[src/core/int_status_pkg.sv]
// Constants for the interrupt status and clear register
`default_nettype none
package int_status_pkg;
  localparam logic [7:0] ADDR_INT_STATUS_CLEAR = 8'h0F;
  localparam logic [7:0] LINE_CONTROL_UNLOCK   = 8'hBF;
  localparam int         SPECIAL_ACCESS_BIT    = 2;
  localparam logic [7:0] INT_STATUS_RESET      = 8'h00;
  localparam int         BIT_HANDSHAKE_CHANGE  = 7;
  localparam int         BIT_FLOW_OFF_SPECIAL  = 6;
  localparam int         BIT_MODEM_CHANGE      = 5;
  localparam int         BIT_TRANSMIT_HOLDING  = 4;
  localparam int         BIT_RECEIVE_TIMEOUT   = 3;
  localparam int         BIT_RECEIVE_HOLDING   = 2;
  localparam int         BIT_LINE_ERROR        = 1;
  localparam int         BIT_CLEAR_ALL_STATUS  = 0;
  localparam int         NUM_SOURCES           = 7;
endpackage : int_status_pkg
`default_nettype wire

[src/core/uart_interrupt_status_clear.sv]
// Interrupt status and clear register with gated register port access
`timescale 1ns/1ps
`default_nettype none

// Contract
// - Register reachable only when line control is 0xBF and special access bit set.
// - Status register resets to all zeros.
// - Bit 7 flags a CTS/RTS handshake line change interrupt.
// - Bit 6 flags a received flow-off or special character interrupt.
// - Bit 5 flags a modem status line interrupt.
// - Bit 4 flags a transmit holding interrupt.
// - Bit 3 flags a receiver timeout interrupt.
// - Bit 2 flags a receive holding data interrupt.
// - Bit 1 flags a receive line error interrupt.
// - Writing one to bit 0 clears all status flags whose source is not asserted in the same cycle.
// - Clear-all bit returns to zero by itself; reads show it low.
// - Special register access gated on special function bit 2.
module uart_interrupt_status_clear (
  input  wire logic       clock_i,
  input  wire logic       arst_n_i,
  input  wire logic [7:0] reg_addr_i,
  input  wire logic       reg_wr_i,
  input  wire logic       reg_rd_i,
  input  wire logic [7:0] reg_wdata_i,
  input  wire logic [7:0] line_control_i,
  input  wire logic [7:0] special_function_i,
  input  wire logic       handshake_change_i,
  input  wire logic       flow_off_special_i,
  input  wire logic       modem_change_i,
  input  wire logic       transmit_holding_i,
  input  wire logic       receive_timeout_i,
  input  wire logic       receive_holding_i,
  input  wire logic       line_error_i,
  output logic            reg_hit_o,
  output logic [7:0]      reg_rdata_o,
  output logic [7:0]      int_status_o,
  output logic            int_pending_o
);
  import int_status_pkg::*;

  // Access decode
  logic       line_control_match;
  logic       special_access_en;
  logic       unlocked;
  logic       offset_match;
  logic       sel;
  logic       wr_accept;
  logic       rd_accept;
  logic       clear_all;

  // Source request vector
  logic [7:0] src_vec;

  // Handshake line change
  logic       handshake_set;
  logic       handshake_flag_r;

  // Flow-off or special character
  logic       flow_off_set;
  logic       flow_off_flag_r;

  // Modem line change
  logic       modem_set;
  logic       modem_flag_r;

  // Transmit holding
  logic       transmit_set;
  logic       transmit_flag_r;

  // Receiver timeout
  logic       timeout_set;
  logic       timeout_flag_r;

  // Receive holding
  logic       receive_set;
  logic       receive_flag_r;

  // Receive line error
  logic       line_error_set;
  logic       line_error_flag_r;

  // Status, read path and pending
  logic [7:0] status_vec;
  logic [7:0] rdata_r;
  logic [7:0] rdata_nxt;
  logic       pending_r;

  // Unlock condition
  assign line_control_match = (line_control_i == LINE_CONTROL_UNLOCK);
  assign special_access_en  = special_function_i[SPECIAL_ACCESS_BIT];
  assign unlocked           = line_control_match && special_access_en;

  // Offset match and strobes
  assign offset_match = (reg_addr_i == ADDR_INT_STATUS_CLEAR);
  assign sel          = unlocked && offset_match;
  assign wr_accept    = sel && reg_wr_i;
  assign rd_accept    = sel && reg_rd_i;

  // Clear-all request
  assign clear_all = wr_accept && reg_wdata_i[BIT_CLEAR_ALL_STATUS];

  // Hit flag
  assign reg_hit_o = sel;

  // Source request map
  always_comb begin
    src_vec                       = 8'h00;
    src_vec[BIT_HANDSHAKE_CHANGE] = handshake_change_i;
    src_vec[BIT_FLOW_OFF_SPECIAL] = flow_off_special_i;
    src_vec[BIT_MODEM_CHANGE]     = modem_change_i;
    src_vec[BIT_TRANSMIT_HOLDING] = transmit_holding_i;
    src_vec[BIT_RECEIVE_TIMEOUT]  = receive_timeout_i;
    src_vec[BIT_RECEIVE_HOLDING]  = receive_holding_i;
    src_vec[BIT_LINE_ERROR]       = line_error_i;
  end

  // Handshake line change flag
  assign handshake_set = src_vec[BIT_HANDSHAKE_CHANGE];

  always_ff @(posedge clock_i or negedge arst_n_i) begin
    if (!arst_n_i) begin
      handshake_flag_r <= INT_STATUS_RESET[BIT_HANDSHAKE_CHANGE];
    end else if (clear_all) begin
      if (handshake_set) begin
        handshake_flag_r <= 1'b1;
      end else begin
        handshake_flag_r <= 1'b0;
      end
    end else if (handshake_set) begin
      handshake_flag_r <= 1'b1;
    end else begin
      handshake_flag_r <= handshake_flag_r;
    end
  end

  // Flow-off or special character flag
  assign flow_off_set = src_vec[BIT_FLOW_OFF_SPECIAL];

  always_ff @(posedge clock_i or negedge arst_n_i) begin
    if (!arst_n_i) begin
      flow_off_flag_r <= INT_STATUS_RESET[BIT_FLOW_OFF_SPECIAL];
    end else if (clear_all) begin
      if (flow_off_set) begin
        flow_off_flag_r <= 1'b1;
      end else begin
        flow_off_flag_r <= 1'b0;
      end
    end else if (flow_off_set) begin
      flow_off_flag_r <= 1'b1;
    end else begin
      flow_off_flag_r <= flow_off_flag_r;
    end
  end

  // Modem line change flag
  assign modem_set = src_vec[BIT_MODEM_CHANGE];

  always_ff @(posedge clock_i or negedge arst_n_i) begin
    if (!arst_n_i) begin
      modem_flag_r <= INT_STATUS_RESET[BIT_MODEM_CHANGE];
    end else if (clear_all) begin
      if (modem_set) begin
        modem_flag_r <= 1'b1;
      end else begin
        modem_flag_r <= 1'b0;
      end
    end else if (modem_set) begin
      modem_flag_r <= 1'b1;
    end else begin
      modem_flag_r <= modem_flag_r;
    end
  end

  // Transmit holding flag
  assign transmit_set = src_vec[BIT_TRANSMIT_HOLDING];

  always_ff @(posedge clock_i or negedge arst_n_i) begin
    if (!arst_n_i) begin
      transmit_flag_r <= INT_STATUS_RESET[BIT_TRANSMIT_HOLDING];
    end else if (clear_all) begin
      if (transmit_set) begin
        transmit_flag_r <= 1'b1;
      end else begin
        transmit_flag_r <= 1'b0;
      end
    end else if (transmit_set) begin
      transmit_flag_r <= 1'b1;
    end else begin
      transmit_flag_r <= transmit_flag_r;
    end
  end

  // Receiver timeout flag
  assign timeout_set = src_vec[BIT_RECEIVE_TIMEOUT];

  always_ff @(posedge clock_i or negedge arst_n_i) begin
    if (!arst_n_i) begin
      timeout_flag_r <= INT_STATUS_RESET[BIT_RECEIVE_TIMEOUT];
    end else if (clear_all) begin
      if (timeout_set) begin
        timeout_flag_r <= 1'b1;
      end else begin
        timeout_flag_r <= 1'b0;
      end
    end else if (timeout_set) begin
      timeout_flag_r <= 1'b1;
    end else begin
      timeout_flag_r <= timeout_flag_r;
    end
  end

  // Receive holding flag
  assign receive_set = src_vec[BIT_RECEIVE_HOLDING];

  always_ff @(posedge clock_i or negedge arst_n_i) begin
    if (!arst_n_i) begin
      receive_flag_r <= INT_STATUS_RESET[BIT_RECEIVE_HOLDING];
    end else if (clear_all) begin
      if (receive_set) begin
        receive_flag_r <= 1'b1;
      end else begin
        receive_flag_r <= 1'b0;
      end
    end else if (receive_set) begin
      receive_flag_r <= 1'b1;
    end else begin
      receive_flag_r <= receive_flag_r;
    end
  end

  // Receive line error flag
  assign line_error_set = src_vec[BIT_LINE_ERROR];

  always_ff @(posedge clock_i or negedge arst_n_i) begin
    if (!arst_n_i) begin
      line_error_flag_r <= INT_STATUS_RESET[BIT_LINE_ERROR];
    end else if (clear_all) begin
      if (line_error_set) begin
        line_error_flag_r <= 1'b1;
      end else begin
        line_error_flag_r <= 1'b0;
      end
    end else if (line_error_set) begin
      line_error_flag_r <= 1'b1;
    end else begin
      line_error_flag_r <= line_error_flag_r;
    end
  end

  // Status assembly
  always_comb begin
    status_vec                       = 8'h00;
    status_vec[BIT_HANDSHAKE_CHANGE] = handshake_flag_r;
    status_vec[BIT_FLOW_OFF_SPECIAL] = flow_off_flag_r;
    status_vec[BIT_MODEM_CHANGE]     = modem_flag_r;
    status_vec[BIT_TRANSMIT_HOLDING] = transmit_flag_r;
    status_vec[BIT_RECEIVE_TIMEOUT]  = timeout_flag_r;
    status_vec[BIT_RECEIVE_HOLDING]  = receive_flag_r;
    status_vec[BIT_LINE_ERROR]       = line_error_flag_r;
    status_vec[BIT_CLEAR_ALL_STATUS] = 1'b0;
  end

  // Read data next value
  always_comb begin
    rdata_nxt = rdata_r;
    if (rd_accept) begin
      rdata_nxt[BIT_HANDSHAKE_CHANGE] = handshake_flag_r;
      rdata_nxt[BIT_FLOW_OFF_SPECIAL] = flow_off_flag_r;
      rdata_nxt[BIT_MODEM_CHANGE]     = modem_flag_r;
      rdata_nxt[BIT_TRANSMIT_HOLDING] = transmit_flag_r;
      rdata_nxt[BIT_RECEIVE_TIMEOUT]  = timeout_flag_r;
      rdata_nxt[BIT_RECEIVE_HOLDING]  = receive_flag_r;
      rdata_nxt[BIT_LINE_ERROR]       = line_error_flag_r;
      rdata_nxt[BIT_CLEAR_ALL_STATUS] = 1'b0;
    end
  end

  // Read data register
  always_ff @(posedge clock_i or negedge arst_n_i) begin
    if (!arst_n_i) begin
      rdata_r <= INT_STATUS_RESET;
    end else begin
      rdata_r <= rdata_nxt;
    end
  end

  // Pending flag register, tracks the next status
  always_ff @(posedge clock_i or negedge arst_n_i) begin
    if (!arst_n_i) begin
      pending_r <= 1'b0;
    end else begin
      pending_r <= (|src_vec)
                   || (!clear_all && (|status_vec));
    end
  end

  // Outputs
  assign reg_rdata_o   = rdata_r;
  assign int_status_o  = status_vec;
  assign int_pending_o = pending_r;
endmodule : uart_interrupt_status_clear
`default_nettype wire

[config.mk]
export PLATFORM = sky130hd
export DESIGN_NAME = uart_interrupt_status_clear
export DESIGN_NICKNAME = d
export VERILOG_FILES = /design/src/core/int_status_pkg.sv /design/src/core/uart_interrupt_status_clear.sv
export SDC_FILE = /design/constraint.sdc
export NUM_CORES = 1
export LEC_CHECK = 0
export BUFFER_PORTS_ARGS = -buffer_cell sky130_fd_sc_hd__buf_4
export CAP_MARGIN = 25
export CORE_UTILIZATION = 25
export CTS_BUF_LIST = sky130_fd_sc_hd__clkbuf_4
export DETAILED_ROUTE_END_ITERATION = 10
export PLACE_DENSITY = 0.6
export SYNTH_ARGS = -nofsm -noshare
export SYNTH_HDL_FRONTEND = slang
export SYNTH_SLANG_ARGS = --single-unit
export TNS_END_PERCENT = 10
[constraint.sdc]
create_clock -name clock_i -period 1.6 [get_ports clock_i]
set_clock_uncertainty 0.2 [all_clocks]
set_input_delay 0 -clock clock_i [delete_from_list [all_inputs] [get_ports clock_i]]
set_output_delay 0 -clock clock_i [all_outputs]
set_load 0.03 [all_outputs]
# After elaboration in Yosys (flattened, before gate mapping)

Index checks and enable logic that the tools add are counted.

$add $sub $neg: 0
Div/mod/pow operators: 0
Shift-type cells: 0
Muxes and demuxes: 21
Bitwise operators: 0
Reductions and logical operators: 17
Multipliers: 0
Equal/unequal tests: 2
Magnitude comparators: 0

Operators with widths:

| kind                 | number |
|---|---|
| $mux W1              | 21 |
| $reduce_bool A2 Y1   | 7 |
| $reduce_or A7 Y1     | 2 |
| $eq A8 B4 Y1 const B | 1 |
| $eq A8 B8 Y1 const B | 1 |
| $logic_and A1 B1 Y1  | 6 |
| $logic_not A1 Y1     | 1 |
| $logic_or A1 B1 Y1   | 1 |

RAM bits: 0
Bits in read-only memories: 0
Bits of input ports: 43
Register bits after elaboration: 15
Memories kept: 0
Latch bits: 0

# Longest topological paths before layout

Word-level depth: 8
Gate-level depth with buffers: 4
Depth with buffers taken out: 4

# Least setup slack after synthesis

No wires, ideal clock.

Kind: input to register
Start: input port reg_addr_i[5]
End: register rdata_r[1], in the netlist reg_rdata_o[1]
Setup time: 0.125 ns
Cell stages on the path: 4
Path buffers: 0
Data arrival time: 1.254 ns
Data required time: 1.275 ns
Slack: 0.021 ns
Cell sequence: or4_4 nor3_4 nand3_4 mux2_4

Word-level cells in the longest chain between the ends: 3

RTL lines:

| element              | line                               | RTL |
|---|---|---|
| from (decl)          | uart_interrupt_status_clear.sv:21  | `input wire logic [7:0] reg_addr_i,` |
| $eq A8 B4 Y1         | uart_interrupt_status_clear.sv:94  | `assign offset_match = (reg_addr_i == ADDR_INT_STATUS_CLEAR);` |
| $logic_and A1 B1 Y1  | uart_interrupt_status_clear.sv:95  | `assign sel = unlocked && offset_match;` |
| $logic_and A1 B1 Y1  | uart_interrupt_status_clear.sv:97  | `assign rd_accept = sel && reg_rd_i;` |
| to (signal assigned) | uart_interrupt_status_clear.sv:283 | `rdata_r <= rdata_nxt;` |
| to (decl)            | uart_interrupt_status_clear.sv:84  | `logic [7:0] rdata_r;` |

Every way passes these cells.
A chain may end at the register's enable or synchronous reset.

==> results.json <==
{
  "status": "complete, no violations",
  "grt_antenna_before_repair": 0,
  "clk_pin_slew_ns": 0.08,
  "path_delay_family": "buffers and inverters",
  "crit_top_cell": "dlygate4sd3_1",
  "fin_setup_tns_ns": 0,
  "postSynth.asyncResetShare_pct": 100,
  "drt.antenna.violating_nets": 0,
  "ys_warn_count": 0,
  "via_per_inst": 4.39,
  "port_buffers": 44,
  "chipWidth_um": 56.2,
  "critPathRequiredTime_ns": 1.75,
  "finalSetupViolCount": 0,
  "cp_num_buf_inv": 3,
  "grt_max_degree": 16,
  "gp_congestion": 0.735,
  "startpoint_type": "input port",
  "cts_root_buf": "clkbuf_4",
  "slowest_stage": "dlygate4sd3_1",
  "syn_to_final_growth_pct": 62.0,
  "finalCriticalPeriod_ns": 1.45,
  "cts_sinks": 15,
  "fin_hold_ws_ns": 0.0986,
  "vdd_drop_max_mv": 0.429,
  "synth_edf_count": 0,
  "crit_chain": "dlygate4sd3_1, buf_4, dlygate4sd3_1",
  "first_pass_iters": 4,
  "layout.nets": 152,
  "critPathMaxStageDelay_ns": 0.96,
  "leakage_uw": 0.000579,
  "critPathKind": "input port to async pin",
  "hold_violations": 0,
  "syn-instance-count": 56,
  "die_y_um": 56.2,
  "max_slew.worst_pin.slew_ns": 0.651,
  "cts_made_buffers": 3,
  "cts_buffer_depth": 2,
  "die_area_um2": 3160,
  "ys_ff_latch": 15,
  "synth_flop_cell": "dfrtp_1",
  "end_kind": "async pin",
  "dp.cells": 123,
  "postRouteWirelength_mm": 1.69,
  "first_global_vias": 667,
  "cts_tree": "yes",
  "grt-ovfl-total": 0,
  "ios": 61,
  "initial_utilization_pct": 26.4,
  "synth.distinct_cells": 17,
  "h-tree-depth": 1,
  "wl_per_cell_um": 12.2,
  "cts_setup_buffers": 0,
  "drive_gt1_share_pct": 55.6,
  "avgSynthCellArea_um2": 13.1,
  "cp_max_fo": 15,
  "fin_cells": 139,
  "design.core.area_um2": 2780,
  "crit_arrival_ns": 1.60,
  "clk_latency_ns": 0.27,
  "drc_errors": 0,
  "slew_viol_final": 0,
  "hp-class": "input port to flop",
  "rsz0062_at_grt": "false",
  "grt_pass1_wl_mm": 2.97,
  "cap_violations": 0,
  "fmax_mhz": 688,
  "p_per_area_nw_per_um2": 586,
  "rows": 19,
  "drt-initial-drc-count": 11,
  "yosysSeqAreaShare_pct": 51.1,
  "max_slew_margin_pct": 56.4,
  "via_count": 610,
  "track_usage_pct": 12.1,
  "synthesis.area_um2": 734,
  "diodes": 0,
  "layout_worst_path_cycle_share_pct": 90.8
}
-- timing repair --
item | CTS | global route
resized for setup | 0 | 0
endpoints found under the hold margin | 30 | 0
hold buffers | 12 | 0
-- cells in the mapped netlist (2+ instances only) --
library cell | n | area share, %
dfrtp_1 | 15 | 51
nand2_1 | 3 | 1.5
buf_4 | 9 | 9.2
nor4_1 | 2 | 1.7
nor3_1 | 2 | 1.4
mux2_4 | 7 | 14
a21o_1 | 8 | 8.2
-- cell families (layout without fill, tap and decap cells) --
family / after synthesis / count (layout) / share of synthesized area, %
other: 1 / 2 / 0.511
AND/OR/NAND/NOR: 16 / 16 / 16.7
buffers and inverters: 9 / 60 / 9.20
multiplexers: 7 / 7 / 14.3
AO/OA/AOI/OAI: 8 / 8 / 8.18
flip-flops: 15 / 15 / 51.1
-- cell usage in the layout, fill, tap and decap left out --
| cell | instances |
|---|---|
| and2_2 | 1 |
| mux2_4 | 7 |
| nor2_1 | 1 |
| dlygate4sd3_1 | 12 |
| nand4_1 | 1 |
| nor3_1 | 2 |
| conb_1 | 2 |
| nand4_2 | 1 |
| nand3_1 | 1 |
| nand2_1 | 3 |
| a21o_1 | 8 |
| clkbuf_4 | 4 |
| or4_4 | 1 |
| nor3_4 | 1 |
| buf_4 | 44 |
| nand4b_1 | 1 |
| dfrtp_1 | 15 |
| nand3_4 | 1 |
| nor4_1 | 2 |
-- final timing paths --
kind | startpoint | endpoint | slack [ns] | depth (start not counted)
worst max-delay path | arst_n_i | reg_rdata_o[1] | 0.15 | 3
worst min-delay path | reg_addr_i[6] | reg_rdata_o[6] | 0.1 | 5
worst max register to register | modem_flag_r | int_pending_o | 0.33 | 3
worst min register to register | reg_rdata_o[6] | reg_rdata_o[6] | 0.32 | 1
max in group clock_i | reg_addr_i[5] | reg_rdata_o[5] | 0.15 | 5
min in group asynchronous | arst_n_i | modem_flag_r | 0.63 | 3
-- sequential cells by signal (all words and copies together) (netlist names) --
name,cells
reg_rdata_o,7
timeout_flag_r,1
receive_flag_r,1
modem_flag_r,1
int_pending_o,1
handshake_flag_r,1
line_error_flag_r,1
flow_off_flag_r,1
transmit_flag_r,1
-- layout make-up --
class	instances	area (um^2)
multi-input cells	33	295
repair buffers	56	450
well taps	31	38.8
fillers	267	1590
flip-flops and latches	15	375
clock buffers	4	30.0
-- metal layers --
metal / up-vias / wire (um) / track usage [%]
met5: - / 0 / 0
met4: 0 / 19 / 2.09
met3: 2 / 102 / 5.35
met2: 24 / 875 / 20.4
met1: 286 / 693 / 14.4
li1: 298 / - / -
-- per-stage QoR --
| stage | total power, uW | util [%] | cell area, um^2 | setup slack, ns |
|---|---|---|---|---|
| after floorplan | 403 | - | 738 | 0.0214 |
| after global placement | 461 | 37.4 | 1040 | -0.132 |
| after detailed placement | 463 | 37.4 | 1040 | -0.157 |
| after CTS | 707 | 42.8 | 1190 | 0.0930 |
| after global routing | 736 | 42.8 | 1190 | 0.0353 |
| final | 698 | 42.8 | 1190 | 0.147 |
-- worst reg2reg max path: cells and delay by family, from the launching register on --
| kind | cells | cell delay (ns) |
|---|---|---|
| AND/OR/NAND/NOR | 2 | 0.38 |
| flip-flops | 1 | 0.43 |
| AO/OA/AOI/OAI | 1 | 0.16 |
-- where the power goes --
part	leakage (uW)	internal, uW	switching (uW)	total, uW
combinational	0.000393	65.5	33.7	99.2
sequential	0.000168	379	0.0370	379
clock	0.0000184	113	106	220
total	0.000579	558	140	698
No activity file was read; power rests on OpenSTA's default activity.
